**config.mk**
```make
export PLATFORM = sky130hd
export DESIGN_NAME = asppm_top
export DESIGN_NICKNAME = d
export VERILOG_FILES = /design/src/asppm_pkg.sv /design/src/asppm_baud.sv /design/src/asppm_top.sv
export SDC_FILE = /design/constraint.sdc
export NUM_CORES = 1
export LEC_CHECK = 0
export ABC_AREA = 1
export BUFFER_PORTS_ARGS = -buffer_cell sky130_fd_sc_hd__buf_2
export CORE_AREA = 2 2 128 130
export DETAILED_ROUTE_END_ITERATION = 7
export DIE_AREA = 0 0 130 132
export PLACE_DENSITY = 0.71
export SKIP_LAST_GASP = 1
export SYNTH_ARGS = -nofsm -noshare
export SYNTH_HDL_FRONTEND = slang
export SYNTH_HIERARCHICAL = 1
export SYNTH_SLANG_ARGS = --single-unit
```
**constraint.sdc**
```tcl
create_clock -name sys_clk_i -period 3.35 [get_ports sys_clk_i]
set_clock_uncertainty 0.05 [all_clocks]
set_input_delay 0.67 -clock sys_clk_i [delete_from_list [all_inputs] [get_ports sys_clk_i]]
set_output_delay 0.67 -clock sys_clk_i [all_outputs]
set_load 0.005 [all_outputs]
```
**src/asppm_pkg.sv**
```systemverilog
// Constants, field layouts and state types of the asynchronous serial port.
package asppm_pkg;

	////////////////////////////////////////////////////////////////////////////////////////
	// Register map (byte offsets, one 32-bit word each)
	localparam int unsigned ADDR_W = 8;
	localparam logic [7:0] OFS_DATA = 8'h00;   // Write holding reg, read receive buffer
	localparam logic [7:0] OFS_CTRL = 8'h04;   // Character format and enables
	localparam logic [7:0] OFS_MCR = 8'h08;    // Modem control
	localparam logic [7:0] OFS_USR = 8'h0C;    // Status, error bits clear on read
	localparam logic [7:0] OFS_MSR = 8'h10;    // Modem status, deltas clear on read
	localparam logic [7:0] OFS_BAUD = 8'h14;   // Divisor and clock output select

	////////////////////////////////////////////////////////////////////////////////////////
	// Field positions and widths
	localparam int unsigned DATA_W = 8;        // Widest character
	localparam int unsigned DIV_W = 16;        // Baud divisor width
	localparam int unsigned BAUD_SEL_BIT = 7;  // Clock output select bit
	localparam int unsigned DIV_LSB = 8;       // Divisor field low bit
	localparam int unsigned CTRL_W = 7;
	localparam int unsigned MCR_W = 6;
	localparam int unsigned USR_W = 7;
	localparam logic [DIV_W-1:0] DIV_RST = 16'h0020;

	////////////////////////////////////////////////////////////////////////////////////////
	// Bit timing on the sixteen-times clock
	localparam int unsigned OVERSAMPLE = 16;
	localparam logic [3:0] TICK_LAST = 4'hF;   // Last tick of a bit period
	localparam logic [3:0] TICK_MID = 4'h7;    // Middle of the start bit
	localparam logic [3:0] MIN_BITS = 4'h5;    // Shortest character

	// Communication modes held in modem control
	typedef enum logic [1:0] {
		MODE_NORMAL = 2'h0,
		MODE_LOOP = 2'h1,
		MODE_ECHO = 2'h2,
		MODE_BREAK = 2'h3
	} asppm_mode_t;

	// Shared serial frame states, Gray coded along the frame
	typedef enum logic [2:0] {
		ST_IDLE = 3'h0,
		ST_START = 3'h1,
		ST_DATA = 3'h3,
		ST_PARITY = 3'h2,
		ST_STOP = 3'h6
	} asppm_state_t;

	// Character format register
	typedef struct packed {
		logic rx_en;
		logic tx_en;
		logic stop2;
		logic par_even;
		logic par_en;
		logic [1:0] len;
	} asppm_ctrl_t;

	// Modem control register
	typedef struct packed {
		logic dtr;
		logic rts;
		logic modem_irq_enable;
		logic irq_enable;
		asppm_mode_t mode;
	} asppm_mcr_t;

	// Status register
	typedef struct packed {
		logic brk;
		logic fe;
		logic oe;
		logic pe;
		logic tx_complete;
		logic tx_holding_empty;
		logic rx_data_ready;
	} asppm_usr_t;

	localparam asppm_ctrl_t CTRL_RST = '0;
	localparam asppm_mcr_t MCR_RST = '0;
	localparam asppm_usr_t USR_RST = 7'h06;   // Holding empty and complete set

	// Number of data bits from the length field
	function automatic logic [3:0] char_bits(input logic [1:0] len);
		return {2'h0, len} + MIN_BITS;
	endfunction

endpackage

```
**src/asppm_baud.sv**
```systemverilog
// Baud generator: sixteen-times enable pulse and the selectable clock output.
`timescale 1ns/1ps
module asppm_baud #(
	parameter int unsigned DIV_W = asppm_pkg::DIV_W
) (
	input wire logic sys_clk_i,
	input wire logic sys_rst_i,
	input wire logic [DIV_W-1:0] div_i,
	input wire logic sel_baud_i,
	output logic tick16_o,
	output logic clock_output_o
);

	logic [DIV_W-1:0] cnt_q;     // Half-period counter
	logic phase_q;               // Which half of the 16x period
	logic half;                  // Half period elapsed
	logic clk_q;                 // Clock output level

	////////////////////////////////////////////////////////////////////////////////////////
	// A divisor of zero behaves as one so the generator never stalls
	assign half = (cnt_q >= div_i) || (cnt_q == div_i - DIV_W'(1));

	// Half-period counter
	always_ff @(posedge sys_clk_i) begin
		if (sys_rst_i || half) begin
			cnt_q <= '0;
		end else begin
			cnt_q <= cnt_q + DIV_W'(1);
		end
	end

	// Phase toggles every half period
	always_ff @(posedge sys_clk_i) begin
		if (sys_rst_i) begin
			phase_q <= 1'b0;
		end else if (half) begin
			phase_q <= ~phase_q;
		end
	end

	// Clock output: 16x square wave, or the system clock halved as the buffered source
	always_ff @(posedge sys_clk_i) begin
		if (sys_rst_i) begin
			clk_q <= 1'b0;
		end else if (!sel_baud_i || half) begin
			clk_q <= ~clk_q;
		end
	end

	assign tick16_o = half && phase_q;
	assign clock_output_o = clk_q;

endmodule // asppm_baud

```
**src/asppm_top.sv**
```systemverilog
// Asynchronous serial port with APB registers, modem lines and four modes.
// Functional notes
// - RTS low when its control bit is one
// - High line is mark, low is space
// - Pin ignored in loop mode and reset
// - Output at mark when idle, disabled, blocked
// - Baud generator clocks both; clock output selectable
// - Holding register takes five to eight bits
// - Double buffering allows back-to-back characters
// - Received character moves to receive buffer
// - Parity, overrun, framing, break are reported
// - Modem control: mode, enables, RTS, DTR
// - Modem status records changes and levels
// - Control sets format; status shows state
// - Normal mode never loops data
// - Break mode sends all-zero characters
// - Echo mode retransmits the serial input
// - Echo mode hides CPU characters
// - Loop mode routes transmitter to receiver
// - Clear-to-send false blocks new characters only
// - Data ready sets on receipt, clears on read
// - Bit zero goes first on the line
// - Reset idles port, clears control, sets empties
`timescale 1ns/1ps
module asppm_top #(
	parameter logic [asppm_pkg::DIV_W-1:0] DIV_DEFAULT = asppm_pkg::DIV_RST
) (
	input wire logic sys_clk_i,
	input wire logic sys_rst_i,
	input wire logic psel_i,
	input wire logic penable_i,
	input wire logic pwrite_i,
	input wire logic [asppm_pkg::ADDR_W-1:0] paddr_i,
	input wire logic [31:0] pwdata_i,
	output logic [31:0] prdata_o,
	output logic pready_o,
	output logic pslverr_o,
	input wire logic serial_in_i,
	output logic serial_out_o,
	input wire logic cts_n_i,
	input wire logic dsr_n_i,
	output logic rts_n_o,
	output logic dtr_n_o,
	output logic tx_holding_empty_o,
	output logic rx_data_ready_o,
	output logic clock_output_o
);

	////////////////////////////////////////////////////////////////////////////////////////
	// Declarations

	localparam int unsigned DW = asppm_pkg::DATA_W;

	// Address decode shared by the write and read paths
	function automatic logic known_addr(input logic [asppm_pkg::ADDR_W-1:0] a);
		return a == asppm_pkg::OFS_DATA || a == asppm_pkg::OFS_CTRL ||
			a == asppm_pkg::OFS_MCR || a == asppm_pkg::OFS_USR ||
			a == asppm_pkg::OFS_MSR || a == asppm_pkg::OFS_BAUD;
	endfunction

	asppm_pkg::asppm_ctrl_t ctrl_q;            // Character format
	asppm_pkg::asppm_mcr_t modem_control_reg_q;
	asppm_pkg::asppm_usr_t uart_status_reg;    // Assembled status view
	logic [asppm_pkg::DIV_W-1:0] div_q;        // Baud divisor
	logic baud_sel_q;                          // Clock output source
	logic [31:0] prdata_q;                     // Registered read data

	logic [2:0] sin_q, cts_q, dsr_q;           // Two-stage synchronisers, [2] is last seen
	logic sin_s, cts_act, dsr_act;             // Synchronised levels (active true)
	logic dcts_q, ddsr_q;                      // Modem deltas

	logic wr_acc, rd_acc;                      // APB access strobes
	logic wr_data, rd_data, rd_usr, rd_msr;    // Register hits with side effects
	logic tick;                                // 16x enable

	// Transmitter
	logic [DW-1:0] tx_holding_reg_q;
	logic hold_full_q;
	logic [DW-1:0] tx_shift_q;
	logic tx_par_q;
	asppm_pkg::asppm_state_t tx_state_q;
	logic [3:0] tx_cnt_q;
	logic [3:0] tx_idx_q;
	logic tx_bit, tx_wire, tx_start, tx_bit_end, serial_out_q;
	logic [3:0] nbits;

	// Receiver
	asppm_pkg::asppm_state_t rx_state_q;
	logic [3:0] rx_cnt_q;
	logic [3:0] rx_idx_q;
	logic [DW-1:0] rx_shift_q;
	logic [DW-1:0] rx_buffer_reg_q;
	logic rx_par_q, rx_zero_q, rx_src, rx_sample, rx_done;
	logic dr_q, pe_q, oe_q, fe_q, brk_q, pe_hit, fe_hit, brk_hit;

	////////////////////////////////////////////////////////////////////////////////////////
	// Pin synchronisers: the second stage gives the level, the third detects changes

	always_ff @(posedge sys_clk_i) begin
		if (sys_rst_i) begin
			sin_q <= 3'h7;
			cts_q <= 3'h7;
			dsr_q <= 3'h7;
		end else begin
			sin_q <= {sin_q[1:0], serial_in_i};
			cts_q <= {cts_q[1:0], cts_n_i};
			dsr_q <= {dsr_q[1:0], dsr_n_i};
		end
	end

	assign sin_s = sin_q[1];                   // High is mark
	assign cts_act = ~cts_q[1];
	assign dsr_act = ~dsr_q[1];

	////////////////////////////////////////////////////////////////////////////////////////
	// APB slave: zero wait states, read data captured in the setup cycle

	assign pready_o = psel_i && penable_i;
	assign pslverr_o = pready_o && !known_addr(paddr_i);
	assign wr_acc = pready_o && pwrite_i && known_addr(paddr_i);
	assign rd_acc = pready_o && !pwrite_i && known_addr(paddr_i);
	assign wr_data = wr_acc && paddr_i == asppm_pkg::OFS_DATA;
	assign rd_data = rd_acc && paddr_i == asppm_pkg::OFS_DATA;
	assign rd_usr = rd_acc && paddr_i == asppm_pkg::OFS_USR;
	assign rd_msr = rd_acc && paddr_i == asppm_pkg::OFS_MSR;

	// Control registers; the port idles after reset until enabled
	always_ff @(posedge sys_clk_i) begin
		if (sys_rst_i) begin
			ctrl_q <= asppm_pkg::CTRL_RST;
			modem_control_reg_q <= asppm_pkg::MCR_RST;
			div_q <= DIV_DEFAULT;
			baud_sel_q <= 1'b0;
		end else if (wr_acc) begin
			case (paddr_i)
				asppm_pkg::OFS_CTRL: begin
					ctrl_q <= pwdata_i[asppm_pkg::CTRL_W-1:0];
				end
				asppm_pkg::OFS_MCR: begin
					modem_control_reg_q <= pwdata_i[asppm_pkg::MCR_W-1:0];
				end
				asppm_pkg::OFS_BAUD: begin
					baud_sel_q <= pwdata_i[asppm_pkg::BAUD_SEL_BIT];
					div_q <= pwdata_i[asppm_pkg::DIV_LSB +: asppm_pkg::DIV_W];
				end
				default: begin
				end
			endcase
		end
	end

	// Status view; reserved bits read zero
	always_comb begin
		uart_status_reg = '0;
		uart_status_reg.rx_data_ready = dr_q;
		uart_status_reg.tx_holding_empty = !hold_full_q;
		uart_status_reg.tx_complete = !hold_full_q && tx_state_q == asppm_pkg::ST_IDLE;
		uart_status_reg.pe = pe_q;
		uart_status_reg.oe = oe_q;
		uart_status_reg.fe = fe_q;
		uart_status_reg.brk = brk_q;
	end

	// Read data registered while the master sits in its setup cycle
	always_ff @(posedge sys_clk_i) begin
		if (sys_rst_i) begin
			prdata_q <= '0;
		end else if (psel_i && !penable_i) begin
			case (paddr_i)
				asppm_pkg::OFS_DATA: prdata_q <= {24'h0, rx_buffer_reg_q};
				asppm_pkg::OFS_CTRL: prdata_q <= {25'h0, ctrl_q};
				asppm_pkg::OFS_MCR: prdata_q <= {26'h0, modem_control_reg_q};
				asppm_pkg::OFS_USR: prdata_q <= {25'h0, uart_status_reg};
				asppm_pkg::OFS_MSR: prdata_q <= {28'h0, ddsr_q, dcts_q, dsr_act, cts_act};
				asppm_pkg::OFS_BAUD: prdata_q <= {8'h0, div_q, baud_sel_q, 7'h0};
				default: prdata_q <= '0;
			endcase
		end
	end

	assign prdata_o = prdata_q;

	////////////////////////////////////////////////////////////////////////////////////////
	// Modem lines

	// Deltas stick until read; a change in the read cycle still lands
	always_ff @(posedge sys_clk_i) begin
		if (sys_rst_i) begin
			dcts_q <= 1'b0;
			ddsr_q <= 1'b0;
		end else begin
			dcts_q <= (cts_q[2] != cts_q[1]) || (dcts_q && !rd_msr);
			ddsr_q <= (dsr_q[2] != dsr_q[1]) || (ddsr_q && !rd_msr);
		end
	end

	// Outputs are the inverse of the control bits, high out of reset
	assign rts_n_o = ~modem_control_reg_q.rts;
	assign dtr_n_o = ~modem_control_reg_q.dtr;

	////////////////////////////////////////////////////////////////////////////////////////
	// Baud generator shared by both directions

	asppm_baud #(
		.DIV_W(asppm_pkg::DIV_W)
	) u_baud (
		.sys_clk_i(sys_clk_i),
		.sys_rst_i(sys_rst_i),
		.div_i(div_q),
		.sel_baud_i(baud_sel_q),
		.tick16_o(tick),
		.clock_output_o(clock_output_o)
	);

	assign nbits = asppm_pkg::char_bits(ctrl_q.len);

	////////////////////////////////////////////////////////////////////////////////////////
	// Transmitter

	// New character only when enabled and clear-to-send, except in loop mode
	assign tx_start = hold_full_q && ctrl_q.tx_en &&
		(cts_act || modem_control_reg_q.mode == asppm_pkg::MODE_LOOP);
	assign tx_bit_end = tick && tx_cnt_q == asppm_pkg::TICK_LAST;

	// Holding register; a write in the transfer cycle keeps the new character
	always_ff @(posedge sys_clk_i) begin
		if (sys_rst_i) begin
			hold_full_q <= 1'b0;
			tx_holding_reg_q <= '0;
		end else if (wr_data) begin
			hold_full_q <= 1'b1;
			tx_holding_reg_q <= pwdata_i[DW-1:0];
		end else if (tx_start && ((tx_state_q == asppm_pkg::ST_IDLE && tick) ||
			(tx_state_q == asppm_pkg::ST_STOP && tx_bit_end && !(ctrl_q.stop2 && tx_idx_q == 4'h0)))) begin
			hold_full_q <= 1'b0;
		end
	end

	// Frame sequencer; the next character follows the stop bit directly
	always_ff @(posedge sys_clk_i) begin
		if (sys_rst_i) begin
			tx_state_q <= asppm_pkg::ST_IDLE;
			tx_cnt_q <= '0;
			tx_idx_q <= '0;
			tx_shift_q <= '0;
			tx_par_q <= 1'b0;
		end else begin
			if (tick) begin
				tx_cnt_q <= tx_cnt_q + 4'h1;
			end
			case (tx_state_q)
				asppm_pkg::ST_IDLE: begin
					// Start on a tick so the start bit is a full 16 ticks long
					if (tx_start && tick) begin
						// Unused upper bits are masked so parity covers the character only
						tx_shift_q <= tx_holding_reg_q & ~(8'hFF << nbits);
						tx_par_q <= ^(tx_holding_reg_q & ~(8'hFF << nbits)) ^ !ctrl_q.par_even;
						tx_cnt_q <= '0;
						tx_state_q <= asppm_pkg::ST_START;
					end
				end
				asppm_pkg::ST_START: begin
					if (tx_bit_end) begin
						tx_idx_q <= '0;
						tx_state_q <= asppm_pkg::ST_DATA;
					end
				end
				asppm_pkg::ST_DATA: begin
					if (tx_bit_end) begin
						tx_shift_q <= {1'b0, tx_shift_q[DW-1:1]};
						tx_idx_q <= tx_idx_q + 4'h1;
						if (tx_idx_q == nbits - 4'h1) begin
							tx_idx_q <= '0;
							tx_state_q <= ctrl_q.par_en ? asppm_pkg::ST_PARITY : asppm_pkg::ST_STOP;
						end
					end
				end
				asppm_pkg::ST_PARITY: begin
					if (tx_bit_end) begin
						tx_state_q <= asppm_pkg::ST_STOP;
					end
				end
				asppm_pkg::ST_STOP: begin
					if (tx_bit_end) begin
						if (ctrl_q.stop2 && tx_idx_q == 4'h0) begin
							tx_idx_q <= 4'h1;
						end else if (tx_start) begin
							tx_shift_q <= tx_holding_reg_q & ~(8'hFF << nbits);
							tx_par_q <= ^(tx_holding_reg_q & ~(8'hFF << nbits)) ^ !ctrl_q.par_even;
							tx_state_q <= asppm_pkg::ST_START;
						end else begin
							tx_state_q <= asppm_pkg::ST_IDLE;
						end
					end
				end
				default: begin
					tx_state_q <= asppm_pkg::ST_IDLE;
				end
			endcase
		end
	end

	// Line level per frame position; break mode zeroes every position
	always_comb begin
		case (tx_state_q)
			asppm_pkg::ST_START: tx_bit = 1'b0;
			asppm_pkg::ST_DATA: tx_bit = tx_shift_q[0];
			asppm_pkg::ST_PARITY: tx_bit = tx_par_q;
			default: tx_bit = 1'b1;
		endcase
		if (modem_control_reg_q.mode == asppm_pkg::MODE_BREAK) begin
			tx_bit = tx_bit && tx_state_q == asppm_pkg::ST_IDLE;
		end
	end

	// Idle or disabled transmitter shows mark
	assign tx_wire = (ctrl_q.tx_en && tx_state_q != asppm_pkg::ST_IDLE) ? tx_bit : 1'b1;

	// Pin mux: echo passes the input, loop keeps mark, normal never loops
	always_ff @(posedge sys_clk_i) begin
		if (sys_rst_i) begin
			serial_out_q <= 1'b1;
		end else begin
			case (modem_control_reg_q.mode)
				asppm_pkg::MODE_ECHO: serial_out_q <= sin_s;
				asppm_pkg::MODE_LOOP: serial_out_q <= 1'b1;
				default: serial_out_q <= tx_wire;
			endcase
		end
	end

	assign serial_out_o = serial_out_q;
	assign tx_holding_empty_o = !hold_full_q;

	////////////////////////////////////////////////////////////////////////////////////////
	// Receiver

	// Loop mode feeds the transmitter in and ignores the pin
	assign rx_src = (modem_control_reg_q.mode == asppm_pkg::MODE_LOOP) ? tx_wire : sin_s;
	assign rx_sample = tick && rx_cnt_q == asppm_pkg::TICK_LAST;

	// Frame sequencer: start confirmed at mid bit, then one sample per 16 ticks
	always_ff @(posedge sys_clk_i) begin
		if (sys_rst_i) begin
			rx_state_q <= asppm_pkg::ST_IDLE;
			rx_cnt_q <= '0;
			rx_idx_q <= '0;
			rx_shift_q <= '0;
			rx_par_q <= 1'b0;
			rx_zero_q <= 1'b0;
		end else begin
			if (tick) begin
				rx_cnt_q <= rx_cnt_q + 4'h1;
			end
			case (rx_state_q)
				asppm_pkg::ST_IDLE: begin
					rx_cnt_q <= '0;
					if (ctrl_q.rx_en && tick && !rx_src) begin
						rx_state_q <= asppm_pkg::ST_START;
					end
				end
				asppm_pkg::ST_START: begin
					if (tick && rx_cnt_q == asppm_pkg::TICK_MID) begin
						rx_cnt_q <= '0;
						rx_idx_q <= '0;
						rx_par_q <= 1'b0;
						rx_zero_q <= 1'b1;
						// A glitch shorter than half a bit is dropped
						rx_state_q <= rx_src ? asppm_pkg::ST_IDLE : asppm_pkg::ST_DATA;
					end
				end
				asppm_pkg::ST_DATA: begin
					if (rx_sample) begin
						rx_shift_q <= {rx_src, rx_shift_q[DW-1:1]};
						rx_par_q <= rx_par_q ^ rx_src;
						rx_zero_q <= rx_zero_q && !rx_src;
						rx_idx_q <= rx_idx_q + 4'h1;
						if (rx_idx_q == nbits - 4'h1) begin
							rx_state_q <= ctrl_q.par_en ? asppm_pkg::ST_PARITY : asppm_pkg::ST_STOP;
						end
					end
				end
				asppm_pkg::ST_PARITY: begin
					if (rx_sample) begin
						rx_par_q <= rx_par_q ^ rx_src;
						rx_zero_q <= rx_zero_q && !rx_src;
						rx_state_q <= asppm_pkg::ST_STOP;
					end
				end
				asppm_pkg::ST_STOP: begin
					if (rx_sample) begin
						rx_state_q <= asppm_pkg::ST_IDLE;
					end
				end
				default: begin
					rx_state_q <= asppm_pkg::ST_IDLE;
				end
			endcase
		end
	end

	// Completion and error results at the stop bit sample
	assign rx_done = rx_state_q == asppm_pkg::ST_STOP && rx_sample;
	assign brk_hit = rx_done && rx_zero_q && !rx_src;
	assign fe_hit = rx_done && !rx_src && !brk_hit;
	assign pe_hit = rx_done && ctrl_q.par_en && (rx_par_q != !ctrl_q.par_even);

	// Receive buffer, right-aligned to the character length
	always_ff @(posedge sys_clk_i) begin
		if (sys_rst_i) begin
			rx_buffer_reg_q <= '0;
		end else if (rx_done) begin
			rx_buffer_reg_q <= rx_shift_q >> (4'h8 - nbits);
		end
	end

	// Data ready: a new character wins over a read in the same cycle
	always_ff @(posedge sys_clk_i) begin
		if (sys_rst_i) begin
			dr_q <= 1'b0;
		end else begin
			dr_q <= rx_done || (dr_q && !rd_data);
		end
	end

	assign rx_data_ready_o = dr_q;

	// Error flags stick until status is read; a new error wins over the read
	always_ff @(posedge sys_clk_i) begin
		if (sys_rst_i) begin
			pe_q <= 1'b0;
			oe_q <= 1'b0;
			fe_q <= 1'b0;
			brk_q <= 1'b0;
		end else begin
			pe_q <= pe_hit || (pe_q && !rd_usr);
			oe_q <= (rx_done && dr_q && !rd_data) || (oe_q && !rd_usr);
			fe_q <= fe_hit || (fe_q && !rd_usr);
			brk_q <= brk_hit || (brk_q && !rd_usr);
		end
	end

endmodule // asppm_top

```
Word-level counts from Yosys, hierarchy flattened
Index checks and enable logic that the tools add are counted.
Widths: inputs -> output; s select.
{"block": "op_classes", "eq_ne": 41, "reduce_logical": 98, "div_mod_pow": 0, "n_mux": 58, "n_addsub": 9, "shifts": 2, "n_lt_le_gt_ge": 1, "multipliers": 0, "n_bitwise": 10}
{"op": "$pmux 24 s6", "count": 1}
{"op": "$mux 4", "count": 12}
{"op": "$logic_and 1x1->1", "count": 45}
{"op": "$mux 3", "count": 14}
{"op": "$mux 8", "count": 5}
{"op": "$pmux 3 s5", "count": 2}
{"op": "$ne 2x2->1 const B", "count": 13}
{"op": "$pmux 8 s3", "count": 1}
{"op": "$logic_or 1x1->1", "count": 17}
{"op": "$add 16x1->16 const B", "count": 1}
{"op": "$add 4x1->4 const B", "count": 4}
{"op": "$eq 16x16->1", "count": 1}
{"op": "$eq 8x4->1 const B", "count": 2}
{"op": "$eq 8x5->1 const B", "count": 2}
{"op": "$ge 16x16->1", "count": 1}
{"op": "$pmux 4 s2", "count": 2}
{"op": "$sub 16x1->16 const B", "count": 1}
{"op": "$mux 1", "count": 14}
{"op": "$eq 3x2->1 const B", "count": 4}
{"op": "$logic_not 1->1", "count": 12}
{"op": "$pmux 4 s3", "count": 1}
{"op": "$reduce_and 6->1", "count": 2}
{"op": "$reduce_and 5->1", "count": 2}
{"op": "$reduce_bool 3->1", "count": 3}
{"op": "31 further kinds", "count": 57}
{"block": "word_totals", "word_cells": 261, "memories": 0, "reg_bits": 154, "mem_bits_ro": 0, "latchBits": 0, "ram_bits": 0}

Logic depth before layout (Yosys ltp)
{"block": "depth", "word_depth": 11, "depth_mapped": 25, "ltp_nobuf": 25}

Hierarchy
The synthesis kept the hierarchy.
{"module": "asppm_top", "area_per_inst_um2": 5944.5, "n_inst": 1, "cells_per_inst": 825}
{"module": "asppm_baud", "area_per_inst_um2": 1835.5, "n_inst": 1, "cells_per_inst": 292}

Least setup slack after synthesis
No wires, ideal clock.
{"block": "synth_timing", "path_type": "register to register", "startpoint": "register div_q[1] (netlist name)", "endpoint": "register rx_buffer_reg_q[1]", "path_buffers": 1, "arrival_ns": 2.601, "required_time_ns": 3.214, "setup_ns": 0.086, "path_stages_with_launch": 22, "slack_ns": 0.613, "path_cell_list": "dfxtp_1 > inv_1 > ha_1 > nand2_2 > nor2_4 > nand3_1 > nand2_1 > inv_1 > nor2_1 > nand2_1 > nor2_2 > nand2_2 > nand2_2 > inv_2 > nor2_1 > nand3_1 > nor2_1 > nand3_1 > clkinv_1 > buf_4 > nor2_1 > a211oi_1"}
{"block": "synth_via", "elab_chain_cells": 6, "word_cells_on_any_way": 7, "classes_between": "add/sub (1); order compare (1); eq/ne (1); reduce/logical (4)"}
{"element": "start, declared", "line": "asppm_top.sv:64", "source": "logic [asppm_pkg::DIV_W-1:0] div_q;"}
{"element": "start signal, assigned", "line": "asppm_top.sv:144", "source": "div_q <= pwdata_i[asppm_pkg::DIV_LSB +: asppm_pkg::DIV_W];"}
{"element": "$sub 16x1->16", "line": "asppm_baud.sv:21", "source": "assign half = (cnt_q >= div_i) || (cnt_q == div_i - DIV_W'(1));"}
{"element": "$eq 16x16->1", "line": "asppm_baud.sv:21"}
{"element": "$logic_or 1x1->1 *", "line": "asppm_baud.sv:21"}
{"element": "$logic_and 1x1->1 *", "line": "asppm_baud.sv:50", "source": "assign tick16_o = half && phase_q;"}
{"element": "net tick", "line": "asppm_top.sv:74", "source": "logic tick;"}
{"element": "$logic_and 1x1->1 *", "line": "asppm_top.sv:340", "source": "assign rx_sample = tick && rx_cnt_q == asppm_pkg::TICK_LAST;"}
{"element": "$logic_and 1x1->1 *", "line": "asppm_top.sv:403", "source": "assign rx_done = rx_state_q == asppm_pkg::ST_STOP && rx_sample;"}
{"element": "end signal, assigned", "line": "asppm_top.sv:413", "source": "rx_buffer_reg_q <= rx_shift_q >> (4'h8 - nbits);"}
{"element": "end, declared", "line": "asppm_top.sv:92", "source": "logic [DW-1:0] rx_buffer_reg_q;"}
The timed path passes the listed nets; every way through them passes the cells marked *.
A chain may end at the register's enable or synchronous reset.

Worst setup path in the final report
{"block": "layout_timing", "startpoint": "register div_q[5] (netlist name)", "endpoint": "register tx_idx_q[3]"}
{"block": "layout_via", "elab_chain_cells": 7, "word_cells_on_any_way": 10, "classes_between": "add/sub (1); order compare (1); eq/ne (4); reduce/logical (4)"}
{"element": "$sub 16x1->16", "line": "asppm_baud.sv:21"}
{"element": "$eq 16x16->1", "line": "asppm_baud.sv:21"}
{"element": "$logic_or 1x1->1 *", "line": "asppm_baud.sv:21"}
{"element": "$logic_and 1x1->1 *", "line": "asppm_baud.sv:50"}
{"element": "net tick", "line": "asppm_top.sv:74"}
{"element": "$logic_and 1x1->1 *", "line": "asppm_top.sv:223", "source": "assign tx_bit_end = tick && tx_cnt_q == asppm_pkg::TICK_LAST;"}
{"element": "$ne 2x2->1 (no line)"}
{"element": "$reduce_and 5->1 (no line) *"}
{"element": "end signal, assigned", "line": "asppm_top.sv:271", "source": "tx_idx_q <= tx_idx_q + 4'h1;"}
{"element": "end, declared", "line": "asppm_top.sv:83", "source": "logic [3:0] tx_idx_q;"}
Marks and branches as above.

==> impl_table.tex <==
\begin{tabular}{lr}
\hline
Metric & Value \\
\hline
\multicolumn{2}{l}{\textbf{Synthesis}} \\
\quad Area fraction of the dominant cell type after synthesis & 0.376 \\
\quad Syn avg cell area & 6.97 µm² \\
\quad Async SR Flop Fraction & 0 \\
\quad Synth top area cells & sky130\_fd\_sc\_hd\_\_dfxtp\_1 38\%, sky130\_fd\_sc\_hd\_\_nand2\_1 12\%, sky130\_fd\_sc\_hd\_\_a21oi\_1 6.8\% \\
\quad Most frequently used cell type in the post-synthesis netlist & sky130\_fd\_sc\_hd\_\_nand2\_1 \\
\quad Primary flip-flop cell chosen by synthesis mapping & sky130\_fd\_sc\_hd\_\_dfxtp\_1 \\
\quad Synth warn & 6 \\
\quad Register bit count reported by yosys & $\sim$150 \\
\quad Cell type with the largest total area after synthesis & sky130\_fd\_sc\_hd\_\_dfxtp\_1 \\
\quad Number of library cell types mapped by synthesis & 43 \\
\quad Sequential cell area fraction in the yosys report & 0.376 \\
\quad Leading post-synthesis cells by instance count & 255 x sky130\_fd\_sc\_hd\_\_nand2\_1, 146 x sky130\_fd\_sc\_hd\_\_dfxtp\_1, 121 x sky130\_fd\_sc\_hd\_\_inv\_1 \\
\quad Cell area after technology mapping & 0.00778 mm² \\
\quad Synthesized instance count & 1117 \\
\quad Post-synth EDFFs & 0 \\
\multicolumn{2}{l}{\textbf{STA}} \\
\quad Number of setup violations in the final report & 0 \\
\quad Fmax & 0.325 GHz \\
\quad Worst max-slew margin expressed relative to the limit & 0.449 \\
\quad Final period demand of the worst path & 3.08 ns \\
\quad Slew Viols, Final & 0 \\
\quad Final Hold Violating Endpoints & 0 \\
\quad Final setup TNS & 0 ns \\
\quad Measured slew at the worst slew-check pin & 0.826 ns \\
\quad Hold Worst Slack & 0.360 ns \\
\quad Final period utilization & 0.918 \\
\multicolumn{2}{l}{\textbf{Clocking}} \\
\quad Clock transition at the registers of the reported paths & approximately 0.060 ns \\
\quad TritonCTS Buffers & 17 \\
\quad CTS tree & yes \\
\quad Total number of H-tree levels & 4 \\
\quad Max Root-Sink Buffers & 2 \\
\quad Clock Tree Root & sky130\_fd\_sc\_hd\_\_clkbuf\_16 \\
\quad Clock latency on the worst-skew pair & 0.43 ns \\
\quad Clock Sinks & 146 \\
\multicolumn{2}{l}{\textbf{Place}} \\
\quad Placed cell count & 1386 \\
\quad Post-DP HPWL & 13.6 mm \\
\quad Input/output buffers & 71 \\
\quad Final estimated routing congestion in global placement & 0.872 \\
\multicolumn{2}{l}{\textbf{Status}} \\
\quad Status & complete, no violations \\
\multicolumn{2}{l}{\textbf{Floorplanning}} \\
\quad IO Count & 88 \\
\quad Area of the placeable core & 0.0157 mm² \\
\quad Die outline area & 0.0172 mm² \\
\quad Initial standard-cell utilization of the core & 0.495 \\
\quad Die Y & roughly 130 µm \\
\quad Cell Rows & 46 \\
\quad Horizontal die dimension & 130 µm \\
\multicolumn{2}{l}{\textbf{Critical path}} \\
\quad Worst Path Arrival & roughly 3.4 ns \\
\quad Crit. End Element & flop \\
\quad Kind of start point of the critical path & flop \\
\quad Required time of the critical path & 3.64 ns \\
\quad Class of the most critical setup path & flop to flop \\
\quad Highest net fanout along the worst path & 9 \\
\multicolumn{2}{l}{\textbf{Job}} \\
\quad Max-capacitance violation count & 0 \\
\multicolumn{2}{l}{\textbf{Drt}} \\
\quad Iteration-0 DRC count of the detailed router & 441 \\
\quad Vias per cell & around 5.0 \\
\quad Router iterations before antenna repair & 4 \\
\quad Number of nets with antenna violations after detailed routing & 0 \\
\quad Aggregate routed wire length & approximately 19 mm \\
\quad Via Count & 7149 \\
\quad DRC Markers & 0 \\
\quad Post-detailed-route wirelength per cell & around 13 µm \\
\multicolumn{2}{l}{\textbf{Global routing}} \\
\quad Largest net degree at the start of global routing & 72 \\
\quad Via count of the first global-routing pass & 6710 \\
\quad Overall fraction of global-route tracks in use & 0.226 \\
\quad Antenna violations before repair & 0 \\
\quad Final global-route overflow total & 0 \\
\quad Wire length of the first global-routing pass & approximately 31 mm \\
\multicolumn{2}{l}{\textbf{Layout}} \\
\quad Final cell utilization of the core & 0.572 \\
\quad Post-route non-filler standard cell count & between 1000 and 1500 \\
\quad Antenna diode count & 0 \\
\quad Number of nets in the layout & 1269 \\
\quad Ratio of cells with drive above 1 in the final layout & 0.156 \\
\quad Post-synthesis to final-layout area growth & 15.5\% \\
\multicolumn{2}{l}{\textbf{Pwr}} \\
\quad Leakage power figure & 3.82 nW \\
\quad Maximum vdd drop & 0.380 mV \\
\quad P per Cell Area & slightly below 500 mW/mm² \\
\multicolumn{2}{l}{\textbf{Hold path}} \\
\quad Hold Crit Class & flop to flop \\
\hline
\end{tabular}
==> worst max-delay path: stages (launching register included) <==
cell and delay [ns]:
sky130_fd_sc_hd__dfxtp_1 0.39, sky130_fd_sc_hd__nor2_1 0.20, sky130_fd_sc_hd__nand2_1 0.16, sky130_fd_sc_hd__nor2_4 0.18, sky130_fd_sc_hd__nand2_1 0.07, sky130_fd_sc_hd__nand2_1 0.06, sky130_fd_sc_hd__nand2_1 0.05, sky130_fd_sc_hd__nor2_1 0.09
sky130_fd_sc_hd__nand3_1 0.08, sky130_fd_sc_hd__nor2_2 0.14, sky130_fd_sc_hd__nand2_2 0.10, sky130_fd_sc_hd__nand2_2 0.08, sky130_fd_sc_hd__inv_2 0.05, sky130_fd_sc_hd__nor2_1 0.08, sky130_fd_sc_hd__buf_4 0.17, sky130_fd_sc_hd__nand3_1 0.14
sky130_fd_sc_hd__nor2_2 0.17, sky130_fd_sc_hd__nand3_1 0.21, sky130_fd_sc_hd__inv_1 0.17, sky130_fd_sc_hd__nand4_1 0.12, sky130_fd_sc_hd__nand2_1 0.07, sky130_fd_sc_hd__nor3b_1 0.16
==> layer usage <==
layer | GRT usage | share of wire
met5 | 0 | 0
met4 | 0.0806 | 0.023
met3 | 0.0446 | 0.025
met2 | 0.388 | 0.49
met1 | 0.279 | 0.47
==> through the flow <==
stage	worst slack, ns	cell area [µm²]	total power [W]
after detailed placement	0.121	8320	0.00249
final	0.274	8990	0.00439
after global placement	0.155	8320	0.00248
after global routing	-0.0127	8990	0.00459
after CTS	0.0718	8900	0.00437
after floorplan	0.613	7810	0.00236
==> final timing paths <==
kind,endpoint,slack [ns],start,depth (start not counted)
worst max-delay path,tx_idx_q[3],0.27,div_q[5],21
worst min-delay path,dsr_q[1],0.36,dsr_q[0],1
worst max register to register,tx_idx_q[3],0.27,div_q[5],21
worst min register to register,dsr_q[1],0.36,dsr_q[0],1
==> kinds of logic after synthesis <==
family / after synthesis / synth area share
other cells: 1 / 0.000482
simple gates: 523 / 0.297
fa+ha+maj: 30 / 0.0482
compound gates: 208 / 0.143
xor+xnor: 37 / 0.0417
buf+inv: 172 / 0.0938
flops: 146 / 0.376
==> state kept, by name, summed over array words and instances (netlist names), 2 cells and up <==
register             flops
prdata_o                24
div_q                   16
u_baud/cnt_q            16
rx_buffer_reg_q          8
rx_shift_q               8
tx_holding_reg_q         8
tx_shift_q               8
ctrl_q                   7
modem_control_reg_q      6
rx_cnt_q                 4
rx_idx_q                 4
tx_cnt_q                 4
tx_idx_q                 4
cts_q                    3
dsr_q                    3
rx_state_q               3
tx_state_q               3
sin_q                    2
==> placed cells by master, fill, tap and decap left out, drive strengths merged <==
cell      count
a211oi        5
a21boi        1
a21oi       106
a311oi        4
a31oi         2
buf          86
bufinv        2
clkbuf       21
clkinv        7
clkinvlp      1
conb          8
dfxtp       146
ha           30
inv         134
nand2       265
nand2b        2
nand3        76
nand3b        5
nand4        10
nor2        144
nor3          9
nor3b         4
o211ai        5
o21a          1
o21ai        82
o22ai         2
or2           8
xnor2        17
xor2         20
==> area by class of cell <==
| class | instances | area [µm²] |
|---|---|---|
| Clock buffer | 21 | 460 |
| Clock inverter | 10 | 125 |
| Fill cell | 1500 | 6730 |
| Inverter | 134 | 505 |
| Multi-Input combinational cell | 806 | 4220 |
| Sequential cell | 146 | 2930 |
| Tap cell | 216 | 270 |
| Timing Repair Buffer | 86 | 480 |
==> where the power goes <==
| group | switching [W] | total (W) | internal [W] | leakage, nW |
|---|---|---|---|---|
| Clock | 0.000755 | 0.00190 | 0.00114 | 0.285 |
| Sequential | 0.0000587 | 0.00187 | 0.00182 | 1.18 |
| Combinational | 0.000413 | 0.000617 | 0.000205 | 2.36 |
==> what timing repair did <==
action / 4_1_cts / 5_1_grt
endpoints found under the setup margin: 0 / 46
setup buffers: 0 / 2
hold buffers: 0 / 0
gates resized for setup: 0 / 22
Power figures use the tool's default switching activity.
